[src/core/pfdd_pkg.sv]
// Contract
// Mode 0 on an input does nothing
// Mode 1: stop own, jump opposite, hold
// Mode 2: stop own, run opposite, hold
// Mode 3: stop own, opposite while fault
// Mode 4: stop all, period kept
// Mode 5: stop all, dead time during fault
// Mode 6: stop all, advance, hold
// Mode 7: stop all until software resumes
// Mode 8: edge stops own, advance cycle
// Mode 9: edge stops own, period kept
// Mode 10: level stops own, period kept
// Enable bits 7:4 gate pin drive
// Value bits 3:0 give default levels
// Defaults clear on power-on, else fuse load
// Prescaler divides delay by 1,2,4,8
// Delay starts on chosen compare event
// Delay off, input blanking or event delay
// Eight-bit delay in prescaled cycles
// Dither target: on or dead time
// Accumulate dither, stretch on overflow
// Dither value double-buffered until update
// Modes above 10 act as none
`default_nettype none
package pfdd_pkg;

	// ----------------------------------------
	// Register offsets
	// ----------------------------------------
	localparam logic [7:0] OFS_TRIG_A_MODE   = 8'h10;
	localparam logic [7:0] OFS_TRIG_B_MODE   = 8'h11;
	localparam logic [7:0] OFS_FAULT_DEFS    = 8'h12;
	localparam logic [7:0] OFS_DELAY_SETUP   = 8'h14;
	localparam logic [7:0] OFS_DELAY_COUNT   = 8'h15;
	localparam logic [7:0] OFS_DITHER_SEL    = 8'h18;
	localparam logic [7:0] OFS_DITHER_FRAC   = 8'h19;
	localparam logic [7:0] OFS_FAULT_STATUS  = 8'h1c;
	localparam logic [7:0] OFS_DITHER_ACC    = 8'h1d;
	localparam logic [7:0] OFS_HALT_CTRL     = 8'h1e;

	// ----------------------------------------
	// Reset values, fields and masks
	// ----------------------------------------
	localparam logic [7:0] RST_VALUE         = 8'h00;
	localparam logic [7:0] HALT_CTRL_MASK    = 8'h05;
	localparam int         FLT_EN_LSB        = 4;
	localparam int         DLY_PRESC_LSB     = 4;
	localparam int         DLY_TRIG_LSB      = 2;
	localparam int         DLY_SEL_LSB       = 0;
	localparam int         RESUME_BIT        = 0;

	// ----------------------------------------
	// Trigger response select codes
	// ----------------------------------------
	localparam logic [3:0] MODE_NONE                 = 4'h0;
	localparam logic [3:0] MODE_SKIP_TO_OPPOSITE_HOLD = 4'h1;
	localparam logic [3:0] MODE_RUN_OPPOSITE_HOLD    = 4'h2;
	localparam logic [3:0] MODE_RUN_OPPOSITE_FAULT   = 4'h3;
	localparam logic [3:0] MODE_STOP_ALL_KEEP_PERIOD = 4'h4;
	localparam logic [3:0] MODE_DEAD_TIME_FAULT      = 4'h5;
	localparam logic [3:0] MODE_STOP_ALL_ADVANCE     = 4'h6;
	localparam logic [3:0] MODE_STOP_ALL_UNTIL_SW    = 4'h7;
	localparam logic [3:0] MODE_EDGE_STOP_ADVANCE    = 4'h8;
	localparam logic [3:0] MODE_EDGE_STOP_KEEP       = 4'h9;
	localparam logic [3:0] MODE_LEVEL_STOP_KEEP      = 4'ha;

	// Delay function select and start source codes
	localparam logic [1:0] DLY_OFF           = 2'h0;
	localparam logic [1:0] DLY_INPUT_MASKING = 2'h1;
	localparam logic [1:0] DLY_EVENT         = 2'h2;
	localparam logic [1:0] SRC_A_RISE        = 2'h0;
	localparam logic [1:0] SRC_A_FALL        = 2'h1;
	localparam logic [1:0] SRC_B_RISE        = 2'h2;
	localparam logic [1:0] SRC_B_FALL        = 2'h3;

	// Dither target codes
	localparam logic [1:0] DIT_ACTIVE_B      = 2'h0;
	localparam logic [1:0] DIT_ACTIVE_BOTH   = 2'h1;
	localparam logic [1:0] DIT_GAP_B         = 2'h2;
	localparam logic [1:0] DIT_GAP_BOTH      = 2'h3;

	// ----------------------------------------
	// Types
	// ----------------------------------------
	typedef enum logic [2:0] {F_IDLE, F_HOLD, F_CYCLE, F_EXEC, F_SW} pfdd_fstate_t;

	typedef struct packed {
		logic a_set;
		logic a_clr;
		logic b_set;
		logic b_clr;
		logic cycle_end;
	} pfdd_cmp_evt_t;

	typedef struct packed {
		logic jump_opposite_a;
		logic jump_opposite_b;
		logic advance;
		logic run_opposite_a;
		logic run_opposite_b;
		logic dead_time_hold;
	} pfdd_core_req_t;

	typedef struct packed {
		logic on_a;
		logic on_b;
		logic dead_a;
		logic dead_b;
	} pfdd_dither_t;

	typedef struct packed {
		pfdd_fstate_t st;
		logic [3:0]   mode;
		logic         prev;
	} pfdd_fch_t;

endpackage
`default_nettype wire

[src/core/pfdd_core.sv]
`timescale 1ns/1ns
`default_nettype none
module pfdd_core (
	// Clock and reset
	input  wire logic                    sys_clk,
	input  wire logic                    sys_rst,
	// Reset strap and fuse
	input  wire logic                    reset_was_power_on,
	input  wire logic [7:0]              timer_config_fuse,
	// Register port
	input  wire logic [7:0]              reg_addr,
	input  wire logic [7:0]              reg_wdata,
	input  wire logic                    reg_wr,
	input  wire logic                    reg_rd,
	output var  logic [7:0]              reg_rdata,
	// Counter core side
	input  wire pfdd_pkg::pfdd_cmp_evt_t cmp_evt,
	input  wire logic                    update_cond,
	input  wire logic [3:0]              wave_in,
	input  wire logic [1:0]              trig_in,
	output var  pfdd_pkg::pfdd_core_req_t core_req,
	output var  pfdd_pkg::pfdd_dither_t  dither_stretch,
	output var  logic                    delayed_event,
	// Waveform pins
	output var  logic [3:0]              pin_out,
	output var  logic [3:0]              pin_oe_n
);
	import pfdd_pkg::*;

	// ----------------------------------------
	// State
	// ----------------------------------------
	typedef struct packed {
		logic [1:0][3:0] in_mode;
		logic [7:0]      fault_defaults;
		logic            fuse_pending;
		logic [5:0]      delay_setup;
		logic [7:0]      delay_count;
		logic [1:0]      dither_sel;
		logic [3:0]      dither_buf;
		logic [3:0]      dither_active;
		logic [3:0]      dither_acc;
		logic [7:0]      halt_ctrl;
		logic            dly_run;
		logic [7:0]      dly_cnt;
		logic [2:0]      dly_pre;
		pfdd_fch_t       fch_a;
		pfdd_fch_t       fch_b;
		pfdd_core_req_t  req;
		pfdd_dither_t    dither;
		logic            dly_event;
		logic [7:0]      rdata;
		logic [3:0]      pin;
		logic [3:0]      oe_n;
	} pfdd_state_t;

	pfdd_state_t st;
	pfdd_state_t next_st;

	// Working signals of the combinational process
	pfdd_fch_t  cur_ch   [2];
	pfdd_fch_t  next_ch  [2];
	logic [1:0] start;
	logic [1:0] own_stop;
	logic       all_stop;
	logic       resume;
	logic       blank;
	logic       dly_tick;
	logic [4:0] dit_sum;
	logic [1:0] dly_sel;
	logic [1:0] dly_src;
	logic [1:0] dly_presc;

	// ----------------------------------------
	// Functions
	// ----------------------------------------
	// Mode stops only the output of its own input
	function automatic logic stops_own(input logic [3:0] m);
		begin
			stops_own = (m == MODE_SKIP_TO_OPPOSITE_HOLD) || (m == MODE_RUN_OPPOSITE_HOLD) ||
				(m == MODE_RUN_OPPOSITE_FAULT) || (m == MODE_EDGE_STOP_ADVANCE) ||
				(m == MODE_EDGE_STOP_KEEP) || (m == MODE_LEVEL_STOP_KEEP);
		end
	endfunction

	// Mode stops every output
	function automatic logic stops_all(input logic [3:0] m);
		begin
			stops_all = (m == MODE_STOP_ALL_KEEP_PERIOD) || (m == MODE_DEAD_TIME_FAULT) ||
				(m == MODE_STOP_ALL_ADVANCE) || (m == MODE_STOP_ALL_UNTIL_SW);
		end
	endfunction

	// Mode reacts to the level rather than the edge
	function automatic logic level_mode(input logic [3:0] m);
		begin
			level_mode = (m == MODE_RUN_OPPOSITE_FAULT) || (m == MODE_STOP_ALL_KEEP_PERIOD) ||
				(m == MODE_DEAD_TIME_FAULT) || (m == MODE_LEVEL_STOP_KEEP);
		end
	endfunction

	// One step of a fault channel
	function automatic pfdd_fch_t fault_step(input pfdd_fch_t ch, input logic [3:0] m,
		input logic trig, input logic mask, input logic cyc_end, input logic sw_go);
		pfdd_fch_t n;
		logic      hit;
		begin
			n      = ch;
			n.prev = trig;
			hit    = !mask && (level_mode(m) ? trig : (trig && !ch.prev));
			case (ch.st)
				F_IDLE:
				begin
					if (hit)
					begin
						n.mode = m;
						case (m)
							MODE_SKIP_TO_OPPOSITE_HOLD: n.st = F_HOLD;
							MODE_RUN_OPPOSITE_HOLD:     n.st = F_EXEC;
							MODE_RUN_OPPOSITE_FAULT:    n.st = F_HOLD;
							MODE_STOP_ALL_KEEP_PERIOD:  n.st = F_HOLD;
							MODE_DEAD_TIME_FAULT:       n.st = F_HOLD;
							MODE_STOP_ALL_ADVANCE:      n.st = F_HOLD;
							MODE_STOP_ALL_UNTIL_SW:     n.st = F_SW;
							MODE_EDGE_STOP_ADVANCE:     n.st = F_CYCLE;
							MODE_EDGE_STOP_KEEP:        n.st = F_CYCLE;
							MODE_LEVEL_STOP_KEEP:       n.st = F_HOLD;
							default:                    n.st = F_IDLE;
						endcase
					end
				end
				F_HOLD:
				begin
					if (!trig)
						n.st = F_IDLE;
				end
				F_CYCLE:
				begin
					if (cyc_end)
						n.st = F_IDLE;
				end
				F_EXEC:
				begin
					if (cyc_end)
						n.st = F_HOLD;
				end
				F_SW:
				begin
					if (sw_go)
						n.st = F_IDLE;
				end
				default:
					n.st = F_IDLE;
			endcase
			fault_step = n;
		end
	endfunction

	// Prescaler terminal count
	function automatic logic [2:0] presc_limit(input logic [1:0] p);
		begin
			case (p)
				2'h0:    presc_limit = 3'h0;
				2'h1:    presc_limit = 3'h1;
				2'h2:    presc_limit = 3'h3;
				default: presc_limit = 3'h7;
			endcase
		end
	endfunction

	// ----------------------------------------
	// Next state
	// ----------------------------------------
	always_comb
	begin
		next_st       = st;
		next_st.rdata = RST_VALUE;
		next_st.req   = '0;
		next_st.dly_event = 1'b0;
		resume        = 1'b0;
		dly_sel   = st.delay_setup[DLY_SEL_LSB +: 2];
		dly_src   = st.delay_setup[DLY_TRIG_LSB +: 2];
		dly_presc = st.delay_setup[DLY_PRESC_LSB +: 2];

		// Fuse load in the first cycle after a non power-on reset
		if (st.fuse_pending)
		begin
			next_st.fuse_pending = 1'b0;
			if (!reset_was_power_on)
				next_st.fault_defaults = timer_config_fuse;
		end

		// Register writes
		if (reg_wr)
		begin
			if (reg_addr == OFS_TRIG_A_MODE)
				next_st.in_mode[0] = reg_wdata[3:0];
			else if (reg_addr == OFS_TRIG_B_MODE)
				next_st.in_mode[1] = reg_wdata[3:0];
			else if (reg_addr == OFS_FAULT_DEFS)
				next_st.fault_defaults = reg_wdata;
			else if (reg_addr == OFS_DELAY_SETUP)
				next_st.delay_setup = reg_wdata[5:0];
			else if (reg_addr == OFS_DELAY_COUNT)
				next_st.delay_count = reg_wdata;
			else if (reg_addr == OFS_DITHER_SEL)
				next_st.dither_sel = reg_wdata[1:0];
			else if (reg_addr == OFS_DITHER_FRAC)
				next_st.dither_buf = reg_wdata[3:0];
			else if (reg_addr == OFS_FAULT_STATUS)
				resume = reg_wdata[RESUME_BIT];
			else if (reg_addr == OFS_HALT_CTRL)
				next_st.halt_ctrl = reg_wdata & HALT_CTRL_MASK;
		end

		// Register reads, data stand one cycle later
		if (reg_rd)
		begin
			if (reg_addr == OFS_TRIG_A_MODE)
				next_st.rdata = {4'h0, st.in_mode[0]};
			else if (reg_addr == OFS_TRIG_B_MODE)
				next_st.rdata = {4'h0, st.in_mode[1]};
			else if (reg_addr == OFS_FAULT_DEFS)
				next_st.rdata = st.fault_defaults;
			else if (reg_addr == OFS_DELAY_SETUP)
				next_st.rdata = {2'h0, st.delay_setup};
			else if (reg_addr == OFS_DELAY_COUNT)
				next_st.rdata = st.delay_count;
			else if (reg_addr == OFS_DITHER_SEL)
				next_st.rdata = {6'h00, st.dither_sel};
			else if (reg_addr == OFS_DITHER_FRAC)
				next_st.rdata = {4'h0, st.dither_buf};
			else if (reg_addr == OFS_FAULT_STATUS)
				next_st.rdata = {3'h0, st.dly_run, (st.fch_b.st == F_SW),
					(st.fch_a.st == F_SW), (st.fch_b.st != F_IDLE),
					(st.fch_a.st != F_IDLE)};
			else if (reg_addr == OFS_DITHER_ACC)
				next_st.rdata = {4'h0, st.dither_acc};
			else if (reg_addr == OFS_HALT_CTRL)
				next_st.rdata = st.halt_ctrl;
		end

		// Delay unit: start, prescale, count down
		blank    = st.dly_run && (dly_sel == DLY_INPUT_MASKING);
		dly_tick = (st.dly_pre == presc_limit(dly_presc));
		if (st.dly_run)
		begin
			if (st.dly_cnt == 8'h00)
			begin
				next_st.dly_run   = 1'b0;
				next_st.dly_event = (dly_sel == DLY_EVENT);
			end
			else if (dly_tick)
			begin
				next_st.dly_cnt = st.dly_cnt - 8'h01;
				next_st.dly_pre = 3'h0;
			end
			else
				next_st.dly_pre = st.dly_pre + 3'h1;
		end
		else if ((dly_sel == DLY_INPUT_MASKING) || (dly_sel == DLY_EVENT))
		begin
			// Start source select
			if (((dly_src == SRC_A_RISE) && cmp_evt.a_set) ||
				((dly_src == SRC_A_FALL) && cmp_evt.a_clr) ||
				((dly_src == SRC_B_RISE) && cmp_evt.b_set) ||
				((dly_src == SRC_B_FALL) && cmp_evt.b_clr))
			begin
				next_st.dly_run = 1'b1;
				next_st.dly_cnt = st.delay_count;
				next_st.dly_pre = 3'h0;
			end
		end

		// Fault channels, one per trigger input
		cur_ch[0] = st.fch_a;
		cur_ch[1] = st.fch_b;
		for (int i = 0; i < 2; i++)
		begin
			next_ch[i]  = fault_step(cur_ch[i], st.in_mode[i], trig_in[i], blank,
				cmp_evt.cycle_end, resume);
			start[i]    = (cur_ch[i].st == F_IDLE) && (next_ch[i].st != F_IDLE);
			own_stop[i] = (cur_ch[i].st != F_IDLE) && stops_own(cur_ch[i].mode);
		end
		next_st.fch_a = next_ch[0];
		next_st.fch_b = next_ch[1];
		all_stop = ((st.fch_a.st != F_IDLE) && stops_all(st.fch_a.mode)) ||
			((st.fch_b.st != F_IDLE) && stops_all(st.fch_b.mode));

		// Requests to the counter core
		next_st.req.jump_opposite_a = start[0] &&
			(next_ch[0].mode == MODE_SKIP_TO_OPPOSITE_HOLD);
		next_st.req.jump_opposite_b = start[1] &&
			(next_ch[1].mode == MODE_SKIP_TO_OPPOSITE_HOLD);
		next_st.req.advance = (start[0] && ((next_ch[0].mode == MODE_STOP_ALL_ADVANCE) ||
			(next_ch[0].mode == MODE_EDGE_STOP_ADVANCE))) ||
			(start[1] && ((next_ch[1].mode == MODE_STOP_ALL_ADVANCE) ||
			(next_ch[1].mode == MODE_EDGE_STOP_ADVANCE)));
		next_st.req.run_opposite_a = (next_ch[0].st == F_EXEC) ||
			((next_ch[0].st == F_HOLD) && (next_ch[0].mode == MODE_RUN_OPPOSITE_FAULT));
		next_st.req.run_opposite_b = (next_ch[1].st == F_EXEC) ||
			((next_ch[1].st == F_HOLD) && (next_ch[1].mode == MODE_RUN_OPPOSITE_FAULT));
		next_st.req.dead_time_hold =
			((next_ch[0].st != F_IDLE) && (next_ch[0].mode == MODE_DEAD_TIME_FAULT)) ||
			((next_ch[1].st != F_IDLE) && (next_ch[1].mode == MODE_DEAD_TIME_FAULT));

		// Dither: buffer copy, accumulate at cycle end
		if (update_cond)
			next_st.dither_active = st.dither_buf;
		dit_sum = {1'b0, st.dither_acc} + {1'b0, st.dither_active};
		if (cmp_evt.cycle_end)
		begin
			next_st.dither_acc = dit_sum[3:0];
			next_st.dither     = '0;
			if (dit_sum[4])
			begin
				case (st.dither_sel)
					DIT_ACTIVE_B:    next_st.dither.on_b = 1'b1;
					DIT_ACTIVE_BOTH:
					begin
						next_st.dither.on_a = 1'b1;
						next_st.dither.on_b = 1'b1;
					end
					DIT_GAP_B:       next_st.dither.dead_b = 1'b1;
					default:
					begin
						next_st.dither.dead_a = 1'b1;
						next_st.dither.dead_b = 1'b1;
					end
				endcase
			end
		end

		// Pin levels and drive enables
		for (int k = 0; k < 4; k++)
		begin
			if (all_stop || ((k < 2) && own_stop[k[0]]))
				next_st.pin[k] = st.fault_defaults[k];
			else
				next_st.pin[k] = wave_in[k];
			next_st.oe_n[k] = !st.fault_defaults[FLT_EN_LSB + k];
		end
	end

	// ----------------------------------------
	// State register
	// ----------------------------------------
	always_ff @(posedge sys_clk or posedge sys_rst)
	begin
		if (sys_rst)
		begin
			st              <= '0;
			st.fuse_pending <= 1'b1;
			st.oe_n         <= 4'hf;
		end
		else
			st <= next_st;
	end

	// Outputs straight from the state register
	assign reg_rdata      = st.rdata;
	assign core_req       = st.req;
	assign dither_stretch = st.dither;
	assign delayed_event  = st.dly_event;
	assign pin_out        = st.pin;
	assign pin_oe_n       = st.oe_n;

endmodule
`default_nettype wire

[config.mk]
export PLATFORM = sky130hd
export DESIGN_NAME = pfdd_core
export DESIGN_NICKNAME = d
export VERILOG_FILES = /design/src/core/pfdd_pkg.sv /design/src/core/pfdd_core.sv
export SDC_FILE = /design/constraint.sdc
export NUM_CORES = 1
export LEC_CHECK = 0
export BUFFER_PORTS_ARGS = -buffer_cell sky130_fd_sc_hd__buf_4
export CAP_MARGIN = 20
export CORE_MARGIN = 4
export CORE_UTILIZATION = 50
export CTS_BUF_LIST = sky130_fd_sc_hd__clkbuf_16
export CTS_CLUSTER_SIZE = 25
export DETAILED_ROUTE_END_ITERATION = 10
export PLACE_DENSITY = 0.73
export SLEW_MARGIN = 30
export SYNTH_ARGS = -nofsm -noshare
export SYNTH_HDL_FRONTEND = slang
export SYNTH_SLANG_ARGS = --single-unit
[constraint.sdc]
create_clock -name sys_clk -period 2.96 [get_ports sys_clk]
set_clock_uncertainty 0.1 [all_clocks]
set_input_delay 0.148 -clock sys_clk [delete_from_list [all_inputs] [get_ports sys_clk]]
set_output_delay 0.148 -clock sys_clk [all_outputs]
set_load 0.01 [all_outputs]
==> summary.md <==
| Metric | Value |
|---|---|
| Outcome | `finished, final reports clean` |
| Root buffer cell | `clkbuf_16` |
| Vias in the first global route | `4265` |
| Top cells by area, synth | `dfrtp_1 44%, mux2_2 8.3%, buf_4 3.8%` |
| Clock latency on the worst-skew pair | `0.35 ns` |
| Tmin final | `about 2.4 ns` |
| Post-CTS setup buffers | `0` |
| Io pins | `68` |
| Type of origin of the critical path | `flop` |
| TritonCTS clock tree | `yes` |
| Detailed Routing Iterations Pass 1 | `5` |
| Synth unique cells | `69` |
| Total power | `3609 uW` |
| R2R cell count | `6` |
| Total CTS buffers | `9` |
| Syn Nets | `about 600` |
| Slew @ Worst Pin | `0.6234 ns` |
| Synth Register Bits | `102` |
| Pleak | `0.002908 uW` |
| Hold-fix buffers, CTS | `15` |
| Critical path arrival | `about 2.5 ns` |
| Die span in x | `113.6 um` |
| Maximum VDD drop | `0.0002618 V` |
| Slowest stage cell, crit path | `nor4_1` |
| Synth area leader | `dfrtp_1` |
| Fmax | `0.4244 GHz` |
| CP Capture Type | `flop` |
| Place WS | `0.6584 ns` |
| Mapped Cells | `553` |
| Async S/R FF share, synth | `100.0%` |
| Number of remaining DRC errors | `0` |
| Post-DP HPWL | `9860 um` |
| Final Max Tran Viols | `0` |
| Critical Path RT | `between 3 and 4 ns` |
| Endpoints failing setup | `0` |
| Synth Cell Area | `5579 um^2` |
| Antenna Diode Count | `0` |
| Largest net degree at the start of global routing | `53` |
| Worst hold stages | `3` |
| Max incr delay on CP | `~0.58 ns` |
| IO Port Bufs | `67` |
| Fillcell total | `944` |
| Final period util | `79.60%` |
| Vias per Instance | `slightly below 6` |
| Synth top area share | `43.51%` |
| Die area | `12910 um^2` |
| Area Growth Syn to Fin | `15.03%` |
| Grt total ovfl | `0` |
| Via Count | `~4400` |
| CP Class | `flop to flop` |
| Avg Synthesized Cell Area | `between 10 and 15 um^2` |
| Worst-path fanout max | `8` |
| Synth cell count leaders | `97 x dfrtp_1, 41 x mux2_2, 38 x nand2_1` |
| WL/cell | `18.22 um` |
| Setup TNS | `0 ns` |
| Placed Cells | `712` |
| Number of DRC violations after detailed-routing iteration 0 | `550` |
| Final worst slack | `0.6039 ns` |
| First-pass GRT wire length | `22180 um` |
| PD cells | `approximately 560 nW/um^2` |
| Row Count | `38` |
| Worst path cell trace | `nor4_1 -> nand2_1 -> a22oi_1 -> or2_1 -> a221oi_1 -> a21oi_1` |
| Yosys warns | `0` |
| Max cap viols | `0` |
| Crit. path cell count | `6` |
| Post-synth EDFFs | `0` |
| Starting Density | `a little over 50%` |
| Die Ht | `~110 um` |
| Clock sinks | `102` |
| H-tree depth | `3` |
| Count of final hold-check violations | `0` |
| CTS resizes | `0` |
| Non-Filler Instances | `743` |
| Slew margin rel. | `58.12%` |
| Most frequent cell after synthesis | `dfrtp_1` |
| Nets@finish | `649` |
| DRT antenna net count | `0` |
| Tot GR Track Use | `between 20% and 30%` |
| Layout cell share with drive strength beyond 1 | `24.71%` |
| Worst hold path type | `input port to flop` |
| Initial antenna violation count | `0` |
| Clk slew on worst S/H paths | `0.07 ns` |
| Ys flop type | `dfrtp_1` |
| WP buf/inv | `0` |
| Clk buf depth | `2` |
| Routed Wire Length | `13540 um` |
| Sequential area share after synthesis | `45.86%` |
| RSZ-0062 raised after global routing | `no` |
| Core area | `10890 um^2` |
| Delay-heaviest family, CP | `simple AND/OR/NAND/NOR gates` |
| RD Place Congestion | `0.9153` |
worst paths after layout:
| kind | from | to | slack (ns) |
|---|---|---|---|
| min in group asynchronous | sys_rst | st[51]$_DFFE_PP0P_ | 0.34 |
| max reg2reg | st[49]$_DFFE_PP0P_ | st[47]$_DFFE_PP0P_ | 0.60 |
| max in group asynchronous | sys_rst | cur_ch[8]$_DFF_PP0_ | 1.72 |
| min reg2reg | st[99]$_DFF_PP0_ | pin_oe_n[3]$_DFF_PP1_ | 0.31 |
| max | st[49]$_DFFE_PP0P_ | st[47]$_DFFE_PP0P_ | 0.60 |
| min | timer_config_fuse[4] | st[96]$_DFF_PP0_ | 0.005 |
through the flow:
step	cell area [um^2]	hold slack (ns)	util, %
finish	6417	0.005142	58.94
global route	6417	0.02583	58.94
CTS	6415	0.005172	58.92
detailed placement	5995	0.1845	55.06
global placement	5995	0.1749	55.06
floorplan	5579	0.07943	-
state kept, by name (all words and copies together), names as in the netlist:
register and flops:
dither_stretch 4, pin_oe_n 4, dly_sel 2, cur_ch 16, core_req 6, pin_out 4
reg_rdata 8, st 53, dly_src 2, dly_presc 2, delayed_event 1
where the power goes:
part / total (uW) / switching (uW) / leakage, uW / internal, uW
clock: 1090 / 519 / 0.000134 / 567
sequential: 1710 / 160 / 0.00134 / 1550
combinational: 816 / 462 / 0.00143 / 354
total: 3610 / 1140 / 0.00291 / 2470
layout by cell type, fill, tap and decap left out, drive strengths merged, types with 3 or more instances in the layout:
cell type / n
dfrtp: 97
buf: 72
mux2: 45
nor2: 39
nand2: 38
a21oi: 32
o21ai: 31
inv: 31
nand3: 18
nor3: 17
dlygate4sd3: 15
nor2b: 12
mux2i: 9
ha: 9
clkbuf: 9
a22oi: 8
nand4: 8
a31oi: 8
nand2b: 7
nor4: 7
nor3b: 6
xnor2: 5
dfstp: 5
a211o: 4
o2bb2ai: 4
or3: 4
o32ai: 4
a221oi: 4
and3: 3
a32o: 3
a22o: 3
a32oi: 3
nand3b: 3
o22ai: 3
worst min-delay path, cell delays in order:
cell and delay [ns]:
buf_4 0.08, a21oi_1 0.05, a21oi_1 0.13
metal layers:
| metal | up-vias | GRT usage, % | routed length, um | part of all wire [%] |
|---|---|---|---|---|
| met5 | - | 0 | 0 | 0 |
| met4 | 0 | 8.333 | 339 | 2.5 |
| met1 | 2144 | 30.53 | 6138 | 45 |
| met3 | 38 | 3.289 | 671 | 5.0 |
| met2 | 148 | 33.53 | 6393 | 47 |
| li1 | 2066 | - | - | - |
area by class of cell:
| cell class | instances | area, um^2 | area share (%) |
|---|---|---|---|
| well taps | 140 | 175.2 | 2.730 |
| inverters | 28 | 107.6 | 1.677 |
| flip-flops and latches | 102 | 2559 | 39.87 |
| repair buffers | 87 | 703.2 | 10.96 |
| clock buffers | 9 | 225.2 | 3.509 |
| clock inverters | 7 | 45.04 | 0.7019 |
| multi-input cells | 370 | 2603 | 40.55 |
logic make-up after synthesis:
kind of cell,after synthesis,synth area share (%)
adder cells (fa/ha/maj),10,2.377
AND/OR/NAND/NOR,171,16.53
XOR/XNOR,5,0.7849
multiplexers,54,10.97
other,1,0.06722
AO/OA/AOI/OAI,129,15.77
flip-flops,102,45.86
buffers and inverters,81,7.647
No activity file was read; power rests on OpenSTA's default activity.
